<file path="src/rtl/rnp_pkg.sv">
// Summary of operation
// - Reset input held low long enough resets
// - Bidirectional mode drives reset pin low throughout sequence
// - Reset indication low on hardware, software, watchdog reset
// - Reset indication stays low until end-of-init
// - Falling edge on interrupt pin raises trap, except during the reset sequence
// - Power-down taken only if interrupt pin low
// - Power-down ignored while interrupt pin high
package rnp_pkg;
  // Least low time of the reset pin, in ns
  localparam int RST_MIN_NS      = 1000;
  // Clock period, in ns
  localparam int CLK_PERIOD_NS   = 20;
  // Low time in cycles, rounded up
  localparam int RST_MIN_CYC     = (RST_MIN_NS + CLK_PERIOD_NS - 1) / CLK_PERIOD_NS;
  // Length of the internal reset sequence, in cycles
  localparam int RST_SEQ_CYC     = 64;
  // Counter width
  localparam int CNT_W           = 8;
  // Reset values of the indication and power-down outputs
  localparam logic RST_IND_RST   = 1'h0;
  localparam logic PD_RST        = 1'h0;
endpackage : rnp_pkg

</file>
<file path="src/rtl/rnp_ctrl.sv">
module rnp_ctrl #(
  parameter int MIN_LOW = rnp_pkg::RST_MIN_CYC, // Reset pin qualifying time, cycles
  parameter int SEQ_LEN = rnp_pkg::RST_SEQ_CYC  // Internal reset sequence, cycles
) (
  // Clock and reset
  input  wire logic clk_i,
  input  wire logic rst_i,
  // Reset pin, open drain
  input  wire logic reset_input_pin_i,
  output logic      reset_input_pin_o,
  output logic      reset_input_pin_oe_o,
  // Reset indication output
  output logic      reset_indication_out_o,
  // Interrupt pin and trap request
  input  wire logic nmi_pin_i,
  output logic      nmi_trap_o,
  // Core side
  input  wire logic bidir_reset_enable_i,
  input  wire logic sw_reset_i,
  input  wire logic wdt_reset_i,
  input  wire logic end_of_init_instruction_i,
  input  wire logic powerdown_instruction_i,
  input  wire logic powerdown_cfg_bit_i,
  output logic      core_reset_o,
  output logic      powerdown_o
);
  // Counter width shared by both counters, declared before any use
  localparam int CNT_W = rnp_pkg::CNT_W;

  // Reset pin synchroniser
  logic             rst_s1_ff;    // First stage, read only by the second
  logic             rst_s2_ff;    // Settled pin level, low means asserted
  // Interrupt pin synchroniser and edge memory
  logic             nmi_s1_ff;    // First stage, read only by the second
  logic             nmi_s2_ff;    // Settled pin level
  logic             nmi_d_ff;     // Previous settled level for edge detection

  // Pin low-time counter
  logic [CNT_W-1:0] low_cnt_ff;   // Cycles the settled pin has been low
  logic [CNT_W-1:0] nxt_low_cnt;  // Next value, saturating
  // Internal reset sequence counter
  logic [CNT_W-1:0] seq_cnt_ff;   // Cycles spent in the sequence
  logic [CNT_W-1:0] nxt_seq_cnt;  // Next value, cleared on a new source

  // Output registers
  logic             core_rst_ff;  // Core held in reset
  logic             ind_ff;       // Reset indication level
  logic             drv_ff;       // Pulling the reset pin low ourselves
  logic             trap_ff;      // One-cycle trap request
  logic             pd_ff;        // Power-down entered

  // Sequence states
  typedef enum logic [0:0] {RNP_RUN, RNP_SEQ} rnp_state_t;
  rnp_state_t       state_ff;     // Current state
  rnp_state_t       nxt_state;    // Next state

  // Two flops before any detection; first stage only feeds the second.
  // No reset on these stages: they settle from the pins within two edges,
  // well inside the time the reset input is held.
  always_ff @(posedge clk_i) begin
    rst_s1_ff <= reset_input_pin_i;
    rst_s2_ff <= rst_s1_ff;
    nmi_s1_ff <= nmi_pin_i;
    nmi_s2_ff <= nmi_s1_ff;
  end

  // Decoding: pin qualified low, any reset source, edge
  wire pin_hit   = !rst_s2_ff && (low_cnt_ff == CNT_W'(MIN_LOW - 1));
  wire any_rst   = pin_hit || sw_reset_i || wdt_reset_i;
  wire nmi_fall  = nmi_d_ff && !nmi_s2_ff;
  wire pd_take   = powerdown_instruction_i && !powerdown_cfg_bit_i && !nmi_s2_ff;
  wire seq_done  = (state_ff == RNP_SEQ) && (seq_cnt_ff == CNT_W'(SEQ_LEN - 1));

  // Low time counter saturates, cleared by a high pin.
  // Also held clear while we pull the pin ourselves: our own pull-down
  // would otherwise requalify as a pin reset and lock the sequence forever.
  // Limitation: an outside hold during our own drive is not seen.
  assign nxt_low_cnt = (rst_s2_ff || drv_ff) ? '0 :
                       (low_cnt_ff == CNT_W'(MIN_LOW - 1)) ? low_cnt_ff : low_cnt_ff + 1'b1;
  // Sequence counter restarts on each new reset source
  assign nxt_seq_cnt = (any_rst || state_ff == RNP_RUN) ? '0 : seq_cnt_ff + 1'b1;

  // Next state
  always_comb begin
    nxt_state = state_ff;
    unique case (state_ff)
      RNP_RUN: if (any_rst) nxt_state = RNP_SEQ;
      RNP_SEQ: if (seq_done && !any_rst) nxt_state = RNP_RUN;
    endcase
  end

  // Registers
  always_ff @(posedge clk_i) begin
    if (rst_i) begin
      state_ff    <= RNP_SEQ;
      low_cnt_ff  <= '0;
      seq_cnt_ff  <= '0;
      nmi_d_ff    <= 1'h1;
      core_rst_ff <= 1'h1;
      ind_ff      <= rnp_pkg::RST_IND_RST;
      drv_ff      <= 1'h0;
      trap_ff     <= 1'h0;
      pd_ff       <= rnp_pkg::PD_RST;
    end else begin
      state_ff    <= nxt_state;
      low_cnt_ff  <= nxt_low_cnt;
      seq_cnt_ff  <= nxt_seq_cnt;
      nmi_d_ff    <= nmi_s2_ff;
      core_rst_ff <= (nxt_state == RNP_SEQ);
      // Low on any reset, high only after end of init
      if (any_rst) ind_ff <= 1'h0;
      else if (end_of_init_instruction_i && state_ff == RNP_RUN) ind_ff <= 1'h1;
      // Pull the pin for the whole sequence in bidirectional mode
      drv_ff      <= bidir_reset_enable_i && (nxt_state == RNP_SEQ);
      trap_ff     <= nmi_fall && state_ff == RNP_RUN;
      // Power-down held until a reset; wake-up is outside this block
      if (any_rst) pd_ff <= 1'h0;
      else if (pd_take && state_ff == RNP_RUN) pd_ff <= 1'h1;
    end
  end

  // Outputs straight from flops, except the pin data, which is tied low
  assign reset_input_pin_o      = 1'h0;
  assign reset_input_pin_oe_o   = drv_ff;
  assign reset_indication_out_o = ind_ff;
  assign nmi_trap_o             = trap_ff;
  assign core_reset_o           = core_rst_ff;
  assign powerdown_o            = pd_ff;

  // Assertions
  property p_ind_low_after_rst;
    @(posedge clk_i) disable iff (rst_i) (sw_reset_i || wdt_reset_i) |=> !reset_indication_out_o;
  endproperty
  a_ind_low_after_rst: assert property (p_ind_low_after_rst) else $error("indication not low after reset");
  property p_ind_needs_init;
    @(posedge clk_i) disable iff (rst_i) $rose(reset_indication_out_o) |-> $past(end_of_init_instruction_i);
  endproperty
  a_ind_needs_init: assert property (p_ind_needs_init) else $error("indication rose without init");
  property p_drive_in_seq;
    @(posedge clk_i) disable iff (rst_i) reset_input_pin_oe_o |-> core_reset_o && $past(bidir_reset_enable_i);
  endproperty
  a_drive_in_seq: assert property (p_drive_in_seq) else $error("pin driven outside sequence");
  property p_trap_edge;
    @(posedge clk_i) disable iff (rst_i) nmi_trap_o |-> $past(nmi_fall);
  endproperty
  a_trap_edge: assert property (p_trap_edge) else $error("trap without falling edge");
  property p_pd_nmi_low;
    @(posedge clk_i) disable iff (rst_i) $rose(powerdown_o) |-> !$past(nmi_s2_ff) && !$past(powerdown_cfg_bit_i);
  endproperty
  a_pd_nmi_low: assert property (p_pd_nmi_low) else $error("power-down with interrupt pin high");
  property p_pd_ignored;
    @(posedge clk_i) disable iff (rst_i) (!powerdown_o && nmi_s2_ff) |=> !powerdown_o;
  endproperty
  a_pd_ignored: assert property (p_pd_ignored) else $error("power-down taken while pin high");
  property p_pin_reset;
    @(posedge clk_i) disable iff (rst_i) pin_hit |=> core_reset_o;
  endproperty
  a_pin_reset: assert property (p_pin_reset) else $error("pin low did not reset");
  property p_sync;
    @(posedge clk_i) disable iff (rst_i) $fell(nmi_pin_i) ##1 1 |-> ##1 !nmi_s2_ff || $past(nmi_pin_i);
  endproperty
  a_sync: assert property (p_sync) else $error("synchroniser latency wrong");
  c_pin_reset: cover property (@(posedge clk_i) disable iff (rst_i) pin_hit);
  c_trap:      cover property (@(posedge clk_i) disable iff (rst_i) nmi_trap_o);
  c_pd:        cover property (@(posedge clk_i) disable iff (rst_i) $rose(powerdown_o));

  // Trap request lasts exactly one cycle
  property p_trap_pulse;
    @(posedge clk_i) disable iff (rst_i) nmi_trap_o |=> !nmi_trap_o;
  endproperty
  a_trap_pulse: assert property (p_trap_pulse) else $error("trap longer than one cycle");

  // No trap in the cycle after each sequence cycle
  property p_no_trap_in_seq;
    @(posedge clk_i) disable iff (rst_i) (state_ff == RNP_SEQ) |=> !nmi_trap_o;
  endproperty
  a_no_trap_in_seq: assert property (p_no_trap_in_seq) else $error("trap during reset sequence");

  // Bidirectional mode pulls the pin whenever the sequence is next
  property p_seq_drives;
    @(posedge clk_i) disable iff (rst_i) (nxt_state == RNP_SEQ && bidir_reset_enable_i) |=> reset_input_pin_oe_o;
  endproperty
  a_seq_drives: assert property (p_seq_drives) else $error("pin not pulled in sequence");

  // Indication stays low while the core is in reset
  property p_ind_low_in_seq;
    @(posedge clk_i) disable iff (rst_i) core_reset_o |-> !reset_indication_out_o;
  endproperty
  a_ind_low_in_seq: assert property (p_ind_low_in_seq) else $error("indication high during reset");

  // Any reset source cancels power-down
  property p_pd_cleared;
    @(posedge clk_i) disable iff (rst_i) any_rst |=> !powerdown_o;
  endproperty
  a_pd_cleared: assert property (p_pd_cleared) else $error("power-down kept over reset");

  // Sequence ends only from its last count
  property p_seq_end;
    @(posedge clk_i) disable iff (rst_i) $fell(core_reset_o) |-> $past(seq_done);
  endproperty
  a_seq_end: assert property (p_seq_end) else $error("sequence cut short");

  // Low-time counter never passes its qualifying count
  property p_low_cnt_sat;
    @(posedge clk_i) disable iff (rst_i) low_cnt_ff <= CNT_W'(MIN_LOW - 1);
  endproperty
  a_low_cnt_sat: assert property (p_low_cnt_sat) else $error("low-time counter overran");

  // Second stage always follows the first by one edge
  property p_sync_lag;
    @(posedge clk_i) disable iff (rst_i) nmi_s2_ff == $past(nmi_s1_ff);
  endproperty
  a_sync_lag: assert property (p_sync_lag) else $error("synchroniser stage skipped");

  // Main scenarios: bidirectional drive and end of initialisation
  c_bidir:     cover property (@(posedge clk_i) disable iff (rst_i) reset_input_pin_oe_o);
  c_init:      cover property (@(posedge clk_i) disable iff (rst_i) $rose(reset_indication_out_o));
endmodule // rnp_ctrl

</file>
<file path="config.mk">
export PLATFORM = sky130hd
export DESIGN_NAME = rnp_ctrl
export DESIGN_NICKNAME = d
export VERILOG_FILES = /design/src/rtl/rnp_pkg.sv /design/src/rtl/rnp_ctrl.sv
export SDC_FILE = /design/constraint.sdc
export NUM_CORES = 1
export LEC_CHECK = 0
export BUFFER_PORTS_ARGS = -buffer_cell sky130_fd_sc_hd__buf_2
export CORE_UTILIZATION = 45
export DETAILED_ROUTE_END_ITERATION = 6
export HOLD_SLACK_MARGIN = 0.1
export PLACE_DENSITY = 0.77
export SYNTH_ARGS = -nofsm -noshare
export SYNTH_HDL_FRONTEND = slang
export SYNTH_SLANG_ARGS = --single-unit
</file>
<file path="constraint.sdc">
create_clock -name clk_i -period 2.9 [get_ports clk_i]
set_input_delay 0.29 -clock clk_i [delete_from_list [all_inputs] [get_ports clk_i]]
set_output_delay 0.29 -clock clk_i [all_outputs]
set_load 0.02 [all_outputs]
</file>
After elaboration in Yosys (flattened, before gate mapping)
Index checks and enable logic that the tools add are counted.
Operators by class
  $add $sub $neg: 2
  eq/ne operators: 2
  multiplexer cells: 3
  bitwise operators: 1
  reductions and logical operators: 21
Operators with widths (count)
  adder 8 x 1 -> 8 bit, second input constant: 2
  == test 8 x 6 -> 1 bit, second input constant: 2
  logical AND 1 bit: 10
  OR reduction 2 bit: 3
  zero test 1 bit: 4
  logical OR 1 bit: 4
  2-to-1 mux 1 bit: 2
  case mux 1 bit (2 select lines): 1
  NOT 1 bit: 1
Storage, ports and cells
  register bits after elaboration: 26
  input port bits: 10
  output and inout port bits: 6
  word-level logic and storage cells: 41

Longest topological paths before layout
  depth in word-level cells: 9
  gate-level depth with buffers: 6
  mapped depth without buffers: 5

Least setup slack after synthesis
Ideal clock, no wire load.
  kind: register to register
  from: reg low_cnt_ff[0]
  to: reg drv_ff, in the netlist reset_input_pin_oe_o
  setup time: 0.091 ns
  arrival: 1.631 ns
  required time: 2.809 ns
  slack: 1.178 ns
  stages on the path, launching flop included: 6
  buffers on the path: 1
  clock period less this slack: 1.722 ns
  path through: dfxtp_1 -> ha_1 -> or4b_4 -> buf_6 -> or3_1 -> a311oi_1
On the way
  cells in the longest elaborated chain, start to end: 9
  elaborated cells between the ends (all ways): 10
  classes of those cells: eq/ne (1); mux (3); reduce/logical (6)
Ends and longest elaborated chain
  from (decl): line rnp_ctrl.sv:39  | logic [CNT_W-1:0] low_cnt_ff;
  from (signal assigned): line rnp_ctrl.sv:106  | low_cnt_ff <= nxt_low_cnt;
  == test 8 x 6 -> 1 bit *: line rnp_ctrl.sv:68  | wire pin_hit = !rst_s2_ff && (low_cnt_ff == CNT_W'(MIN_LOW - 1));
  logical AND 1 bit *: line rnp_ctrl.sv:68
  logical OR 1 bit * (2 in a row): line rnp_ctrl.sv:69  | wire any_rst = pin_hit || sw_reset_i || wdt_reset_i;
  zero test 1 bit: line rnp_ctrl.sv:88  | RNP_SEQ: if (seq_done && !any_rst) nxt_state = RNP_RUN;
  logical AND 1 bit: line rnp_ctrl.sv:88
  2-to-1 mux 1 bit: line rnp_ctrl.sv:88
  case mux 1 bit (2 select lines) *: line rnp_ctrl.sv:86  | unique case (state_ff)
  logical AND 1 bit *: line rnp_ctrl.sv:114  | drv_ff <= bidir_reset_enable_i && (nxt_state == RNP_SEQ);
  to (signal assigned): line rnp_ctrl.sv:114
  to (decl): line rnp_ctrl.sv:48  | logic drv_ff;
Every way passes the cells marked *; elsewhere a longest branch is shown, timed or not.
A chain may end at the register's enable or synchronous reset.

Worst setup path after layout
Same ends and word-level chain as after synthesis.

==> flow_summary.json <==
{
  "fp.dieW_um": 49.55,
  "cp.arrival_ns": 2.04,
  "fin_crit_sh_pct": 62.40,
  "combPwrFrac_pct": 4.8,
  "layout-drive-gt1-share_pct": 17.50,
  "whs_path_depth": 2,
  "max-vdd-ir-drop_mv": 0.3082,
  "worstReg2RegStart": "low_cnt_ff[0]",
  "cap_violations": 0,
  "setup_tns_ns": 0,
  "clk_pin_slew_ns": 0.13,
  "r2r_cells": 4,
  "initial_utilization_pct": 49.82,
  "syn_inst": 103,
  "path_max_fanout": 8,
  "clkPwrFrac_pct": 30.9,
  "syn_nets": 116,
  "end_kind": "flip-flop",
  "ys_ff_latch": 26,
  "finalPower_mw": 0.5728,
  "drtAntennaViolNets": 0,
  "cp_slowest_cell": "or4b_4",
  "cp_top_family": "simple AND/OR/NAND/NOR gates",
  "place.gp.congestion": 0.8095,
  "yosysSeqAreaShare_pct": 51.17,
  "vias": 781,
  "grt_pass1_wl_um": 3111,
  "synth_top_cell_by_area": "dfxtp_1",
  "status": "finished, final reports clean",
  "drc_errors": 0,
  "root_buffer": "clkbuf_4",
  "cts.sinks": 26,
  "reg2reg_to": "reset_input_pin_oe_o",
  "power.switching_mw": 0.1185,
  "ctsLongestPathBuffers": 2,
  "synth.most_common_cell": "dfxtp_1",
  "grt_pass1_vias": 732,
  "timing_hold_violations_final": 0,
  "fmax_mhz": 552.6,
  "synthTopCellsByArea": "dfxtp_1, or3_1, ha_1",
  "worstSetupPathType": "flip-flop to flip-flop",
  "slew_violations": 0,
  "min_path_type": "primary input to flip-flop",
  "cpPeakStageDelay_ns": 0.52,
  "min_to": "reset_input_pin_oe_o",
  "cts_setup_buffers": 0,
  "fin_nets": 134,
  "rows": 16,
  "synth.top_cells.by_count": "dfxtp_1, nor2_1, or3_1",
  "synth-edff-count": 0,
  "setup_viol": 0,
  "seqPwrFrac_pct": 64.3,
  "synth_top_cell_area_share_pct": 51.17,
  "rsz0062_at_grt": "false",
  "dpl.hpwl_um": 1207,
  "cts_tree": "built",
  "min_period_ns": 1.810,
  "grt_max_degree": 15,
  "yosysWarningCount": 0,
  "layout-area-overhead-vs-synth_pct": 13.53,
  "async_reset_ff_share_pct": 0,
  "ctsResizeCount": 0,
  "drt-initial-drc-count": 11,
  "wl_um": 1618,
  "routed_via_density": 5.313,
  "r2r_slack_ns": 1.09,
  "clkLatencyLatePin_ns": 0.31,
  "dominantRegCellSynth": "dfxtp_1",
  "yosysUniqueCellTypes": 30,
  "syn_avg_cell_area_um2": 9.876,
  "p_leak_nw": 0.4144,
  "powerDensity_mw_per_mm2": 495.9,
  "io_pins": 16,
  "dieArea_mm2": 0.002455,
  "antenna_found_initial": 0,
  "cts-htree-levels": 1,
  "fill_cells": 188,
  "finClkSkew_ns": 0.002132,
  "internal_power_mw": 0.4543,
  "syn_area_mm2": 0.001017,
  "cp_cell_sequence": "ha_1 -> or4b_4 -> or3_1 -> a311oi_1",
  "sw_frac_of_total_pct": 20.69,
  "dpl-instance-area_mm2": 0.001099,
  "io_buffer_count": 14,
  "die_h_um": 49.55,
  "finish.utilization_pct": 56.56,
  "ctsHoldBuffers": 2,
  "grtUsageTotal_pct": 16.18,
  "post_drt_wl_per_cell_um": 11.01,
  "cp-start-kind": "flip-flop",
  "cts_made_buffers": 3,
  "antennaDiodeCount": 0,
  "grt-ovfl-total": 0,
  "min_from": "rst_i",
  "core_area_mm2": 0.002042,
  "required_ns": 3.13,
  "path_buf_inv": 0,
  "dr.pass1.iters": 4,
  "fin_area_mm2": 0.001155
}
## layer usage
metal	up-vias	track usage, %	wire length (um)
met5	-	0	0
li1	398	-	-
met3	2	3.086	78
met4	0	7.143	15
met2	18	24.77	697
met1	363	21.90	826
## state kept, by name, indices dropped and copies added (netlist names)
register	flops
nmi_d_ff	1
nmi_trap_o	1
powerdown_o	1
reset_indication_out_o	1
low_cnt_ff	8
nmi_s1_ff	1
rst_s2_ff	1
seq_cnt_ff	8
reset_input_pin_oe_o	1
rst_s1_ff	1
nmi_s2_ff	1
state_ff	1
## per-stage QoR
step                std cells  hold WS [ns]  worst slack [ns]
global route              147        0.1439             1.010
floorplan                 103        0.3096             1.178
CTS                       147        0.1478             1.096
finish                    147        0.1628             1.090
global placement          141        0.3112             1.208
detailed placement        141        0.3150             1.112
## worst max-delay path by stage
| stage | cells after the start | endpoint | startpoint |
|---|---|---|---|
| after floorplan | 5 | reset_input_pin_oe_o | low_cnt_ff[0] |
| after global placement | 4 | reset_input_pin_oe_o | low_cnt_ff[0] |
| after detailed placement | 4 | reset_input_pin_oe_o | low_cnt_ff[0] |
| after CTS | 4 | reset_input_pin_oe_o | low_cnt_ff[0] |
| after global routing | 4 | reset_input_pin_oe_o | low_cnt_ff[0] |
| final | 4 | reset_input_pin_oe_o | low_cnt_ff[0] |
## cell families (layout without fill, tap and decap cells)
family / count (synthesis) / after routing / share of synthesized area [%]
xor+xnor: 6 / 6 / 5.167
fa+ha+maj: 3 / 3 / 3.690
simple gates: 40 / 40 / 21.53
other cells: 1 / 1 / 0.3686
flops: 26 / 26 / 51.17
compound gates: 21 / 21 / 14.76
buf+inv: 6 / 23 / 3.321
## final cells by class
| cell class | count | area (um2) | share of cell area [%] |
|---|---|---|---|
| Clock buffer | 4 | 36.28 | 3.142 |
| Inverter | 3 | 11.26 | 0.9751 |
| Multi-Input combinational cell | 71 | 462.9 | 40.09 |
| Sequential cell | 26 | 520.5 | 45.07 |
| Tap cell | 27 | 33.78 | 2.925 |
| Timing Repair Buffer | 16 | 90.09 | 7.801 |
## placed cells by master, fill, tap and decap left out
master	n
a21oi_1	6
a311oi_1	1
and3_1	1
buf_2	14
clkbuf_4	3
clkbuf_8	1
conb_1	1
dfxtp_1	26
dlygate4sd3_1	2
ha_1	3
inv_1	3
nand2_1	4
nand3_1	6
nand3b_1	1
nand4_1	2
nor2_1	8
nor2b_1	1
nor3_1	5
nor3b_1	1
nor4b_1	1
o21a_1	4
o21ai_0	6
o21bai_1	1
o311ai_4	1
o31a_1	1
o41ai_1	1
or2_2	1
or3_1	8
or4b_4	1
xnor2_1	3
xor2_1	3
## power by group through the flow
stage,Combinational [mW],Clock [mW],Sequential (mW)
floorplan,0.0179,0,0.376
global placement,0.0247,0,0.376
detailed placement,0.0255,0,0.377
CTS,0.0279,0.181,0.369
global route,0.0306,0.195,0.370
finish,0.0275,0.177,0.368
(Power assumes the default switching activity.)
